**config.mk**
```make
export PLATFORM = sky130hd
export DESIGN_NAME = chan_guard
export DESIGN_NICKNAME = d
export VERILOG_FILES = /design/src/chan_guard_pkg.sv /design/src/pin_sync.sv /design/src/chan_guard.sv
export SDC_FILE = /design/constraint.sdc
export NUM_CORES = 1
export LEC_CHECK = 0
export BUFFER_PORTS_ARGS = -buffer_cell sky130_fd_sc_hd__buf_2
export CAP_MARGIN = 15
export CORE_MARGIN = 2
export CORE_UTILIZATION = 40
export CTS_BUF_LIST = sky130_fd_sc_hd__clkbuf_16
export DETAILED_ROUTE_END_ITERATION = 8
export GPL_ROUTABILITY_DRIVEN = 0
export HOLD_SLACK_MARGIN = 0.1
export PLACE_DENSITY = 0.55
export SLEW_MARGIN = 20
export SYNTH_ARGS = -nofsm -noshare
export SYNTH_HDL_FRONTEND = slang
export SYNTH_SLANG_ARGS = --single-unit
```
**constraint.sdc**
```tcl
create_clock -name pclk -period 9.1 [get_ports pclk]
set_clock_uncertainty 0.1 [all_clocks]
set_input_delay 0.455 -clock pclk [delete_from_list [all_inputs] [get_ports pclk]]
set_output_delay 0.455 -clock pclk [all_outputs]
set_load 0.02 [all_outputs]
```
**src/chan_guard_pkg.sv**
```systemverilog
// constants shared by the channel supervisor and its bench
// assumes one 25 MHz clock (pclk) and an APB master on the same clock
package chan_guard_pkg;

   // ****************************************************************
   // register offsets (byte addresses, one aligned word each)
   // ****************************************************************
   localparam logic [7:0] CTRL_OFFSET   = 8'h00; // mode, curve switch, host enable
   localparam logic [7:0] CMD_OFFSET    = 8'h04; // remote current command
   localparam logic [7:0] IMAX_OFFSET   = 8'h08; // configured maximum current
   localparam logic [7:0] GAIN_OFFSET   = 8'h0C; // user characteristic gain
   localparam logic [7:0] STATUS_OFFSET = 8'h10; // read-only state view
   localparam logic [7:0] ACK_OFFSET    = 8'h14; // write-one strobes
   localparam logic [7:0] SAMPLE_OFFSET = 8'h18; // digitised analogue input

   // ****************************************************************
   // field positions
   // ****************************************************************
   localparam int CTRL_MODE_BIT    = 0;  // 1 = remote host mode
   localparam int CTRL_CHAR_BIT    = 1;  // 1 = user characteristic on
   localparam int CTRL_HOSTEN_BIT  = 2;  // control-mode parameter
   localparam int CMD_DIR_BIT      = 12; // 1 = drive solenoid b
   localparam int ST_MODE_BIT      = 2;
   localparam int ST_DERATE_BIT    = 3;
   localparam int ST_ERROR_BIT     = 4;
   localparam int ST_REJECT_BIT    = 5;
   localparam int ST_TEMP_LSB      = 16;
   localparam int ACK_ERR_BIT      = 0;  // acknowledge thermal error
   localparam int ACK_REJECT_BIT   = 1;  // clear mode-reject flag

   // ****************************************************************
   // widths and reset values
   // ****************************************************************
   localparam int CUR_W    = 12;  // solenoid current in mA
   localparam int SAMPLE_W = 10;  // analogue sample resolution
   localparam int TEMP_W   = 8;   // electronics temperature in degC
   localparam int GAIN_W   = 8;   // gain, 128 = unity
   localparam logic [CUR_W-1:0]  IMAX_RESET = 12'h2BC; // 700 mA
   localparam logic [GAIN_W-1:0] GAIN_RESET = 8'h80;   // unity
   localparam int GAIN_SHIFT = 7;

   // ****************************************************************
   // thermal thresholds
   // ****************************************************************
   localparam logic [TEMP_W-1:0] DERATE_TEMP  = 8'h50; // 80 degC
   localparam logic [TEMP_W-1:0] ERROR_TEMP   = 8'h5A; // 90 degC
   localparam logic [CUR_W-1:0]  DERATE_STEP  = 12'h032; // mA cut per degC

   // ****************************************************************
   // channel states
   // ****************************************************************
   typedef enum logic [1:0] {
      ST_DISABLED,
      ST_ACTIVE,
      ST_ERROR
   } chan_state_t;

endpackage

```
**src/pin_sync.sv**
```systemverilog
// two-flop synchroniser for a group of pin inputs
// assumes multi-bit groups change slowly against pclk (sensor codes)
module pin_sync #(
   parameter int W = 1
) (
   input  wire logic         pclk,
   input  wire logic         presetn,
   input  wire logic         ce,
   input  wire logic [W-1:0] d,
   output logic      [W-1:0] q
);

   // ****************************************************************
   // synchroniser stages
   // ****************************************************************
   logic [W-1:0] meta; // first stage, read only by q

   // both stages freeze with the clock enable
   always_ff @(posedge pclk or negedge presetn) begin
      if (!presetn) begin
         meta <= '0;
         q    <= '0;
      end else if (ce) begin
         meta <= d;
         q    <= meta;
      end
   end

endmodule

```
**src/chan_guard.sv**
```systemverilog
// channel state machine, operating mode and thermal guard with APB registers
// assumes pin inputs are asynchronous and the APB master shares pclk
//
// Behaviour
// RULE_01 - derate maximum current from 80 degC upward
// RULE_02 - status bit shows derating is active
// RULE_03 - derating limit applies to both solenoids
// RULE_04 - above 90 degC enter error, outputs blocked
// RULE_05 - leave error after cooling and acknowledge
// RULE_06 - switch user characteristic on or off
// RULE_07 - each channel has own state machine
// RULE_08 - disabled channel keeps solenoid current off
// RULE_09 - mode change accepted only while disabled
// RULE_10 - active channel driven per selected mode
// RULE_11 - power-on initialises the state machine
// RULE_12 - enable via local input or host parameter
// RULE_13 - disable via local input or host parameter
// RULE_14 - two modes: local inputs or host
// RULE_15 - selected mode reported to host
// RULE_16 - analogue input taken as 10-bit sample
// RULE_17 - start disabled with outputs off
// RULE_18 - error overrides active and pending enable
// RULE_19 - derating removed below threshold automatically
module chan_guard (
   input  wire logic                             pclk,
   input  wire logic                             presetn,
   input  wire logic                             ce,
   // apb slave
   input  wire logic                             psel,
   input  wire logic                             penable,
   input  wire logic                             pwrite,
   input  wire logic [7:0]                       paddr,
   input  wire logic [31:0]                      pwdata,
   output logic      [31:0]                      prdata,
   output logic                                  pready,
   output logic                                  pslverr,
   // pins
   input  wire logic                             local_enable,
   input  wire logic                             local_dir,
   input  wire logic [chan_guard_pkg::SAMPLE_W-1:0] adc_code,
   input  wire logic [chan_guard_pkg::TEMP_W-1:0]   temp_code,
   // solenoid current setpoints
   output logic      [chan_guard_pkg::CUR_W-1:0]    sol_a,
   output logic      [chan_guard_pkg::CUR_W-1:0]    sol_b,
   output logic                                  derate_active,
   output logic                                  chan_active
);

   // ****************************************************************
   // declarations
   // ****************************************************************
   localparam int CW = chan_guard_pkg::CUR_W;
   localparam int TW = chan_guard_pkg::TEMP_W;
   localparam int SW = chan_guard_pkg::SAMPLE_W;
   localparam int GW = chan_guard_pkg::GAIN_W;

   chan_guard_pkg::chan_state_t state;      // channel state
   chan_guard_pkg::chan_state_t next_state; // combinational next state
   logic          remote_mode;   // 1 = host drives the channel
   logic          char_on;       // user characteristic enabled
   logic          host_enable;   // control-mode parameter
   logic [CW-1:0] remote_cmd;    // host current command
   logic          remote_dir;    // host direction select
   logic [CW-1:0] imax;          // configured maximum current
   logic [GW-1:0] gain;          // characteristic gain
   logic          mode_reject;   // sticky: mode write refused
   logic          rd_ready;      // read data loaded for this access
   logic          en_s;          // synchronised local enable
   logic          dir_s;         // synchronised local direction
   logic [SW-1:0] sample;        // synchronised analogue sample
   logic [TW-1:0] temp;          // synchronised temperature
   logic          wr_en;         // write completes this edge
   logic          addr_ok;       // address is mapped
   logic          want_enable;   // enable request of the current mode
   logic          over_temp;     // above error threshold
   logic [TW-1:0] over_deg;      // degrees above derate threshold
   logic [CW+TW-1:0] cut;        // current removed by derating
   logic [CW-1:0] limit;         // derated maximum
   logic [CW-1:0] base_cmd;      // command before characteristic
   logic [CW+GW-1:0] shaped;     // command after gain
   logic [CW-1:0] cmd;           // command before limit
   logic [CW-1:0] next_cur;      // limited command
   logic          drive_b;       // direction of the active mode

   // ****************************************************************
   // pin synchronisers
   // ****************************************************************
   pin_sync #(.W(2)) u_sync_bits (
      .pclk    (pclk),
      .presetn (presetn),
      .ce      (ce),
      .d       ({local_enable, local_dir}),
      .q       ({en_s, dir_s})
   );

   // RULE_16 - 10-bit sample capture
   pin_sync #(.W(SW)) u_sync_adc (
      .pclk    (pclk),
      .presetn (presetn),
      .ce      (ce),
      .d       (adc_code),
      .q       (sample)
   );

   pin_sync #(.W(TW)) u_sync_temp (
      .pclk    (pclk),
      .presetn (presetn),
      .ce      (ce),
      .d       (temp_code),
      .q       (temp)
   );

   // ****************************************************************
   // apb decode
   // ****************************************************************
   assign wr_en  = psel && penable && pwrite && pready;
   assign pready = rd_ready && ce; // stalls while the block is frozen

   // decode of mapped word addresses
   always_comb begin
      unique case (paddr)
         chan_guard_pkg::CTRL_OFFSET,
         chan_guard_pkg::CMD_OFFSET,
         chan_guard_pkg::IMAX_OFFSET,
         chan_guard_pkg::GAIN_OFFSET,
         chan_guard_pkg::STATUS_OFFSET,
         chan_guard_pkg::ACK_OFFSET,
         chan_guard_pkg::SAMPLE_OFFSET: addr_ok = 1'b1;
         default:                       addr_ok = 1'b0;
      endcase
   end

   assign pslverr = psel && penable && pready && !addr_ok;

   // read data loaded at setup, so access cycle answers at once
   always_ff @(posedge pclk or negedge presetn) begin
      if (!presetn) begin
         rd_ready <= 1'b0;
         prdata   <= 32'h0000_0000;
      end else if (ce) begin
         if (psel && penable && rd_ready) begin
            rd_ready <= 1'b0; // access done, release
         end else if (psel) begin
            rd_ready <= 1'b1;
            prdata   <= 32'h0000_0000;
            // RULE_15 - report mode and state
            unique case (paddr)
               chan_guard_pkg::CTRL_OFFSET: begin
                  prdata[chan_guard_pkg::CTRL_MODE_BIT]   <= remote_mode;
                  prdata[chan_guard_pkg::CTRL_CHAR_BIT]   <= char_on;
                  prdata[chan_guard_pkg::CTRL_HOSTEN_BIT] <= host_enable;
               end
               chan_guard_pkg::CMD_OFFSET: begin
                  prdata[CW-1:0]                      <= remote_cmd;
                  prdata[chan_guard_pkg::CMD_DIR_BIT] <= remote_dir;
               end
               chan_guard_pkg::IMAX_OFFSET: begin
                  prdata[CW-1:0] <= imax;
               end
               chan_guard_pkg::GAIN_OFFSET: begin
                  prdata[GW-1:0] <= gain;
               end
               chan_guard_pkg::STATUS_OFFSET: begin
                  prdata[1:0]                           <= state;
                  prdata[chan_guard_pkg::ST_MODE_BIT]   <= remote_mode;
                  prdata[chan_guard_pkg::ST_DERATE_BIT] <= derate_active;
                  prdata[chan_guard_pkg::ST_ERROR_BIT]  <= (state == chan_guard_pkg::ST_ERROR);
                  prdata[chan_guard_pkg::ST_REJECT_BIT] <= mode_reject;
                  prdata[chan_guard_pkg::ST_TEMP_LSB +: TW] <= temp;
               end
               chan_guard_pkg::SAMPLE_OFFSET: begin
                  prdata[SW-1:0] <= sample;
               end
               default: begin
                  prdata <= 32'h0000_0000; // ack and unmapped read zero
               end
            endcase
         end
      end
   end

   // ****************************************************************
   // control registers
   // ****************************************************************
   // curve switch, host enable and setpoints, writable in any state
   always_ff @(posedge pclk or negedge presetn) begin
      if (!presetn) begin
         char_on     <= 1'b0;
         host_enable <= 1'b0;
         remote_cmd  <= '0;
         remote_dir  <= 1'b0;
         imax        <= chan_guard_pkg::IMAX_RESET;
         gain        <= chan_guard_pkg::GAIN_RESET;
      end else if (ce && wr_en) begin
         if (paddr == chan_guard_pkg::CTRL_OFFSET) begin
            // RULE_06 - characteristic on or off
            char_on     <= pwdata[chan_guard_pkg::CTRL_CHAR_BIT];
            host_enable <= pwdata[chan_guard_pkg::CTRL_HOSTEN_BIT];
         end
         if (paddr == chan_guard_pkg::CMD_OFFSET) begin
            remote_cmd <= pwdata[CW-1:0];
            remote_dir <= pwdata[chan_guard_pkg::CMD_DIR_BIT];
         end
         if (paddr == chan_guard_pkg::IMAX_OFFSET) begin
            imax <= pwdata[CW-1:0];
         end
         if (paddr == chan_guard_pkg::GAIN_OFFSET) begin
            gain <= pwdata[GW-1:0];
         end
      end
   end

   // mode bit: locked outside disabled, refusal flagged sticky
   always_ff @(posedge pclk or negedge presetn) begin
      if (!presetn) begin
         remote_mode <= 1'b0; // local after power-on
         mode_reject <= 1'b0;
      end else if (ce) begin
         // RULE_09 - mode locked unless disabled
         if (wr_en && paddr == chan_guard_pkg::CTRL_OFFSET &&
             pwdata[chan_guard_pkg::CTRL_MODE_BIT] != remote_mode) begin
            if (state == chan_guard_pkg::ST_DISABLED) begin
               remote_mode <= pwdata[chan_guard_pkg::CTRL_MODE_BIT];
            end else begin
               mode_reject <= 1'b1; // set wins over a same-cycle clear
            end
         end else if (wr_en && paddr == chan_guard_pkg::ACK_OFFSET &&
                      pwdata[chan_guard_pkg::ACK_REJECT_BIT]) begin
            mode_reject <= 1'b0;
         end
      end
   end

   // ****************************************************************
   // channel state machine
   // ****************************************************************
   // RULE_14 - enable source follows the mode
   assign want_enable = remote_mode ? host_enable : en_s;
   assign over_temp   = temp > chan_guard_pkg::ERROR_TEMP;

   // next state; one instance of this logic per channel
   always_comb begin
      next_state = state;
      // RULE_07 - this channel's own machine
      unique case (state)
         chan_guard_pkg::ST_DISABLED: begin
            // RULE_12 - enable from mode's source
            if (want_enable) begin
               next_state = chan_guard_pkg::ST_ACTIVE;
            end
         end
         chan_guard_pkg::ST_ACTIVE: begin
            // RULE_13 - disable from mode's source
            if (!want_enable) begin
               next_state = chan_guard_pkg::ST_DISABLED;
            end
         end
         chan_guard_pkg::ST_ERROR: begin
            // RULE_05 - cooled and acknowledged
            if (!over_temp && wr_en && paddr == chan_guard_pkg::ACK_OFFSET &&
                pwdata[chan_guard_pkg::ACK_ERR_BIT]) begin
               next_state = chan_guard_pkg::ST_DISABLED;
            end
         end
         default: begin
            next_state = chan_guard_pkg::ST_DISABLED; // illegal code
         end
      endcase
      // RULE_04 - over-temperature forces error
      // RULE_18 - error beats any enable
      if (over_temp) begin
         next_state = chan_guard_pkg::ST_ERROR;
      end
   end

   // RULE_11 - power-on initialises machine
   // RULE_17 - start in disabled
   always_ff @(posedge pclk or negedge presetn) begin
      if (!presetn) begin
         state <= chan_guard_pkg::ST_DISABLED;
      end else if (ce) begin
         state <= next_state;
      end
   end

   // ****************************************************************
   // derating and current command
   // ****************************************************************
   // RULE_01 - limit falls with temperature
   // RULE_19 - full limit below threshold
   assign over_deg = (temp >= chan_guard_pkg::DERATE_TEMP) ?
                     TW'(temp - chan_guard_pkg::DERATE_TEMP) : '0;
   assign cut      = over_deg * chan_guard_pkg::DERATE_STEP;
   assign limit    = (cut >= (CW+TW)'(imax)) ? '0 : CW'((CW+TW)'(imax) - cut);

   // RULE_10 - command from the selected mode
   assign base_cmd = remote_mode ? remote_cmd : {sample, 2'b00};
   assign drive_b  = remote_mode ? remote_dir : dir_s;
   assign shaped   = (base_cmd * gain) >> chan_guard_pkg::GAIN_SHIFT;
   // saturate the gained command rather than let it wrap
   assign cmd      = !char_on ? base_cmd :
                     (shaped[CW+GW-1:CW] != '0) ? {CW{1'b1}} : shaped[CW-1:0];
   assign next_cur = (cmd > limit) ? limit : cmd;

   // outputs follow next_state so a block takes effect at the same edge
   always_ff @(posedge pclk or negedge presetn) begin
      if (!presetn) begin
         sol_a         <= '0;
         sol_b         <= '0;
         derate_active <= 1'b0;
         chan_active   <= 1'b0;
      end else if (ce) begin
         // RULE_02 - derating status bit
         derate_active <= (temp >= chan_guard_pkg::DERATE_TEMP);
         chan_active   <= (next_state == chan_guard_pkg::ST_ACTIVE);
         // RULE_08 - off unless active
         // RULE_03 - one limit for both
         if (next_state == chan_guard_pkg::ST_ACTIVE) begin
            sol_a <= drive_b ? '0 : next_cur;
            sol_b <= drive_b ? next_cur : '0;
         end else begin
            sol_a <= '0;
            sol_b <= '0;
         end
      end
   end
endmodule

```
**After elaboration in Yosys (flattened, before gate mapping)**

Index checks and enable logic that the tools add are counted.

- $add $sub $neg: 2
- $mul: 2
- Div/mod/pow operators: 0
- Magnitude comparators: 4
- Equal/unequal tests: 11
- Shift operators: 0
- Multiplexer cells: 30
- Bitwise gates (word level): 1
- Reductions and logical operators: 30

Operators by type and width:

| cell | count |
|---|---|
| two-way mux 12 bit | 9 |
| equality test 8 x 5 -> 1 bit (second input constant) | 3 |
| multiplier 12 x 8 -> 20 bit | 1 |
| one-hot mux 3 bit (6 select lines) | 1 |
| equality test 8 x 4 -> 1 bit (second input constant) | 2 |
| two-way mux 8 bit | 2 |
| logical AND 1 bit | 15 |
| one-hot mux 3 bit (5 select lines) | 1 |
| greater-or-equal comparator 14 x 12 -> 1 bit | 1 |
| multiplier 8 x 5 -> 13 bit (second input constant) | 1 |
| greater-than comparator 12 bit | 1 |
| one-hot mux 2 bit (3 select lines) | 2 |
| subtractor 12 bit | 1 |
| AND reduction 2 bit | 5 |
| two-way mux 1 bit | 9 |
| AND reduction 3 bit | 3 |
| equality test 8 x 3 -> 1 bit (second input constant) | 1 |
| greater-or-equal comparator 8 x 7 -> 1 bit (second input constant) | 1 |
| greater-than comparator 8 x 7 -> 1 bit (second input constant) | 1 |
| logical NOT 8 bit | 1 |
| two-way mux 2 bit | 4 |
| one-hot mux 2 bit (4 select lines) | 1 |
| subtractor 8 x 7 -> 8 bit (second input constant) | 1 |
| OR reduction 7 bit | 1 |
| other kinds (9) | 12 |

- Register bits after elaboration: 127
- Latch bits: 0
- Memory bits (writable): 0
- ROM bits: 0
- Bits of input ports: 66
- Output and inout bits: 60
- Logic and storage cells: 101
- Memories: 0

**Depth between registers and ports, before layout**

- Word-level depth: 11
- Mapped depth: 30

**Hierarchy**

A second synthesis with hierarchy kept.

- Cells, all modules: 1054
- Area total of the unflattened synthesis: 10645.2 sq um

Modules (own cells, without submodules):

| module | instances | cells each | area an instance (sq um) |
|---|---|---|---|
| chan_guard | 1 | 970 | 9027.4 |
| pin_sync at u_sync_adc | 1 | 42 | 823.3 |
| pin_sync at u_sync_temp | 1 | 34 | 649.4 |
| pin_sync at u_sync_bits | 1 | 8 | 145.1 |

**Worst setup path before layout**

No wires, ideal clock.

- Path type: register to register
- Start: register remote_mode
- End: register sol_b[6] in the netlist's numbering
- Library setup time: 0.090 ns
- Data arrival time: 7.418 ns
- Setup slack: 1.492 ns
- Cell stages (with the launch flop): 29
- Buffers on the path: 3
- Clock period less this slack: 7.608 ns
- Path through: dfrtp_1 clkbuf_1 buf_2 clkbuf_1 mux2i_1 nor2b_1 fa_1 inv_1 fa_1 inv_1 fa_1 inv_1 fa_1 inv_1 ha_1 nand3_2 nor4_4 o2111ai_2 a32oi_1 mux2i_1 nand2_1 ha_1 nand4_1 or3_1 o211ai_1 nand2_1 nor3_1 o21ai_0 o221ai_1

- Longest elaborated chain between the ends: 8
- Elaborated cells between the ends (all ways): 15

RTL lines:

| item | line | RTL |
|---|---|---|
| start: declaration | chan_guard.sv:59 | `logic remote_mode;` |
| start signal: assignment | chan_guard.sv:223 | `remote_mode <= pwdata[chan_guard_pkg::CTRL_MODE_BIT];` |
| two-way mux 12 bit | chan_guard.sv:297 | `assign base_cmd = remote_mode ? remote_cmd : {sample, 2'b00};` |
| multiplier 12 x 8 -> 20 bit | chan_guard.sv:299 | `assign shaped = (base_cmd * gain) >> chan_guard_pkg::GAIN_SHIFT;` |
| two-way mux 12 bit | chan_guard.sv:302 | `(shaped[CW+GW-1:CW] != '0) ? {CW{1'b1}} : shaped[CW-1:0];` |
| two-way mux 12 bit | chan_guard.sv:301 | `assign cmd = !char_on ? base_cmd :` |
| greater-than comparator 12 bit | chan_guard.sv:303 | `assign next_cur = (cmd > limit) ? limit : cmd;` |
| two-way mux 12 bit | chan_guard.sv:303 |  |
| two-way mux 12 bit | chan_guard.sv:320 | `sol_b <= drive_b ? next_cur : '0;` |
| two-way mux 12 bit * | chan_guard.sv:318 | `if (next_state == chan_guard_pkg::ST_ACTIVE) begin` |
| end signal: assignment | chan_guard.sv:320 |  |
| end: declaration | chan_guard.sv:44 | `output logic [chan_guard_pkg::CUR_W-1:0] sol_b,` |

Every way passes the cells marked *; elsewhere a longest branch is shown, timed or not.
A chain may end at the register's enable or synchronous reset.

**Worst setup path after layout**

- Start: register remote_mode
- End: register sol_b[10] in the netlist's numbering

The elaborated chain is that of the path after synthesis.

==> impl_metrics.tcl <==
set metrics [dict create \
    status "finished clean" \
    finalWirelength_mm 29.8 \
    synth_top_family_by_area "adder cells" \
    yosys.cell_types.count 71 \
    crit_type "reg2reg" \
    cp.arrival_ns 8.50 \
    crit_path_max_incr_delay_ns 0.93 \
    coreArea_um2 26100 \
    grt_use_met2_pct 34.6 \
    setup_viol 0 \
    synth_simple_gate_area_share_pct 16.4 \
    slew_headroom_pct 39.8 \
    routed_via_density 5.43 \
    num-nets-final 1441 \
    ys_ff_latch 127 \
    use_met1_pct 31.4 \
    cts_resized 0 \
    cts.reportedPaths.clkPinSlew_ns 0.07 \
    first_pass_iters 7 \
    clock_latency_ns 0.42 \
    synth_xor_area_share_pct 2.05 \
    power_leakage_nw 6.05 \
    min_period_ns 8.30 \
    ant_nets 0 \
    crit_chain "mux2_2, and2_1, fa_1, fa_1, fa_1, inv_1, fa_1, inv_1, ha_1, nand3_2, nor4_4, o2111ai_2, a32oi_1, mux2i_1, nand2_1, ha_1, nand4_1, or3_1, o211ai_1, nand2_1, nand4_1, nor2_1, a221o_1" \
    final.setup.tns_ns 0 \
    p_per_area_nw_per_um2 202 \
    yosysWarnings 0 \
    synthCells 1126 \
    synth_fa_ha_area_share_pct 23.2 \
    syn_area_per_cell_um2 9.50 \
    met3_usage_pct 3.47 \
    route.detailed.drc 0 \
    antenna_found_initial 0 \
    fin_crit_sh_pct 91.2 \
    final_cell_mix "137 x inv_1, 120 x nand2_1, 120 x dfrtp_1, 98 x ha_1, 94 x buf_2" \
    slew_violations 0 \
    r2r_slack_ns 0.80 \
    grt_start_max_net_pins 66 \
    numCtsBuffers 17 \
    fp.dieH_um 168 \
    overflow 0 \
    critPathSlowestCell "dfrtp_1" \
    drive_above_1_share_pct 19.6 \
    dpl.hpwl_mm 22.8 \
    wl_per_cell_um 19.1 \
    clock_path_buffers 2 \
    cap_violations 0 \
    peakVddDrop_uv 153 \
    fp.dieArea_um2 28100 \
    grt_pass1_wl_mm 48.1 \
    drt_iter0_drc 541 \
    critPathRequiredTime_ns 9.30 \
    clockRootBuffer "clkbuf_16" \
    seq_area_frac_synth_pct 29.8 \
    vias 8494 \
    rsz0062_at_grt "false" \
    fmax_mhz 121 \
    holdWs_ns 0.158 \
    synth_compound_area_share_pct 12.8 \
    min_path_type "in2reg" \
    core.rowCount 59 \
    gr-max-usage-layer "met2" \
    synthArstFlopShare_pct 100 \
    cp-end-kind "flop" \
    cp_common_cell "fa_1" \
    cts_tree "done" \
    io-pin-count 126 \
    synth_edf_count 0 \
    io_buffers 95 \
    start_util_pct 41.0 \
    path_max_fanout 19 \
    final_common_cell "inv_1" \
    crit_path_start_kind "flop" \
    muxShareOfSynthArea_pct 8.75 \
    grt_usage_pct 21.8 \
    die_w_um 168 \
    area_delta_synth_final_pct 13.0 \
    tightest_slew_ns 0.902 \
    grt_pass1_vias 8583 \
    finalHoldViolations 0 \
    h-tree-depth 4 \
    synth_ff_type "dfrtp_1" \
    cts.sinks 127 \
    syn_area_um2 10700 \
]
## area by class of cell
type | instances | area, um2
Fill cell | 2618 | 14000
Multi-Input combinational cell | 823 | 6810
Sequential cell | 127 | 3190
Timing Repair Buffer | 108 | 582
Inverter | 137 | 514
Clock buffer | 17 | 425
Tap cell | 335 | 419
Clock inverter | 15 | 149
Antenna cell | 1 | 2.50
## power by group
group / leakage (nW) / switching [mW] / internal (mW)
sequential: 1.61 / 0.0336 / 0.595
clock: 0.273 / 0.294 / 0.384
combinational: 4.17 / 0.698 / 0.437
## path summary, 6_finish.rpt
kind                                  endpoint  depth (start not counted)        start
min in group asynchronous  u_sync_temp.meta[2]                          2      presetn
max in group asynchronous              imax[0]                          3      presetn
setup reg to reg                     sol_b[10]                         23  remote_mode
hold reg to reg                     prdata[18]                          2   prdata[18]
setup / recovery                     sol_b[10]                         23  remote_mode
hold / removal              u_sync_adc.meta[2]                          2  adc_code[2]
## kinds of logic (layout without fill, tap and decap cells)
kind of cell	Yosys count	after routing
flops	127	127
xor+xnor	25	25
simple gates	347	347
other cells	1	12
mux	83	83
fa+ha+maj	161	161
buf+inv	186	277
compound gates	196	196
## sequential cells by signal, indices dropped and copies added, names as in the netlist, 2 cells and up
signal	count
prdata	21
u_sync_adc.meta	10
u_sync_adc.q	10
u_sync_temp.meta	8
imax	12
sol_b	12
u_sync_temp.q	8
sol_a	12
u_sync_bits.q	2
remote_cmd	12
u_sync_bits.meta	2
state	2
gain	8
## synthesized netlist by cell type, types with 12 or more instances
cell type    n  share of area (%)
a21oi_1     36                1.7
a221o_1     13                1.2
and2_1      32                1.9
and3_1      16               0.94
clkbuf_1    29                1.0
dfrtp_1    120                 28
fa_1        63                 12
ha_1        98                 11
inv_1      137                4.8
mux2_2      71                7.5
nand2_1    120                4.2
nand2b_1    14               0.82
nand3_1     18               0.84
nand4_1     12               0.70
nor2_1      50                1.8
nor2b_1     32                1.9
nor3_1      16               0.75
o21ai_0     51                2.4
xnor2_1     12               0.98
xor2_1      13                1.1
## through the flow
step                util, %  std cells  cell area (um2)  power [mW]  setup WS, ns
floorplan                 -       1136            10700        1.45          1.49
global placement       44.0       1529            11500        1.75         0.938
detailed placement     44.0       1529            11500        1.76         0.855
CTS                    46.2       1562            12100        2.46         0.848
global route           46.3       1562            12100        2.63         0.334
finish                 46.3       1563            12100        2.44         0.804
## worst max-delay path, delay by kind of cell (launching register included)
kind / cells / cell delay, ns
multiplexers: 2 / 1.12
buffers and inverters: 2 / 0.09
adder cells (fa/ha/maj): 6 / 2.80
AND/OR/NAND/NOR: 9 / 1.96
flip-flops: 1 / 0.93
AO/OA/AOI/OAI: 4 / 1.16
## metal layers
| layer | vias up | wire length (um) |
|---|---|---|
| met1 | 4154 | 14600 |
| li1 | 4054 | - |
| met2 | 260 | 13200 |
| met5 | - | 0 |
| met3 | 26 | 1550 |
| met4 | 0 | 461 |
## repair_timing
item	4_1_cts	5_1_grt
setup endpoints to repair	0	0
endpoints found under the hold margin	55	0
buffers inserted	0	0
hold buffers	1	0
No activity file was read; power rests on OpenSTA's default activity.
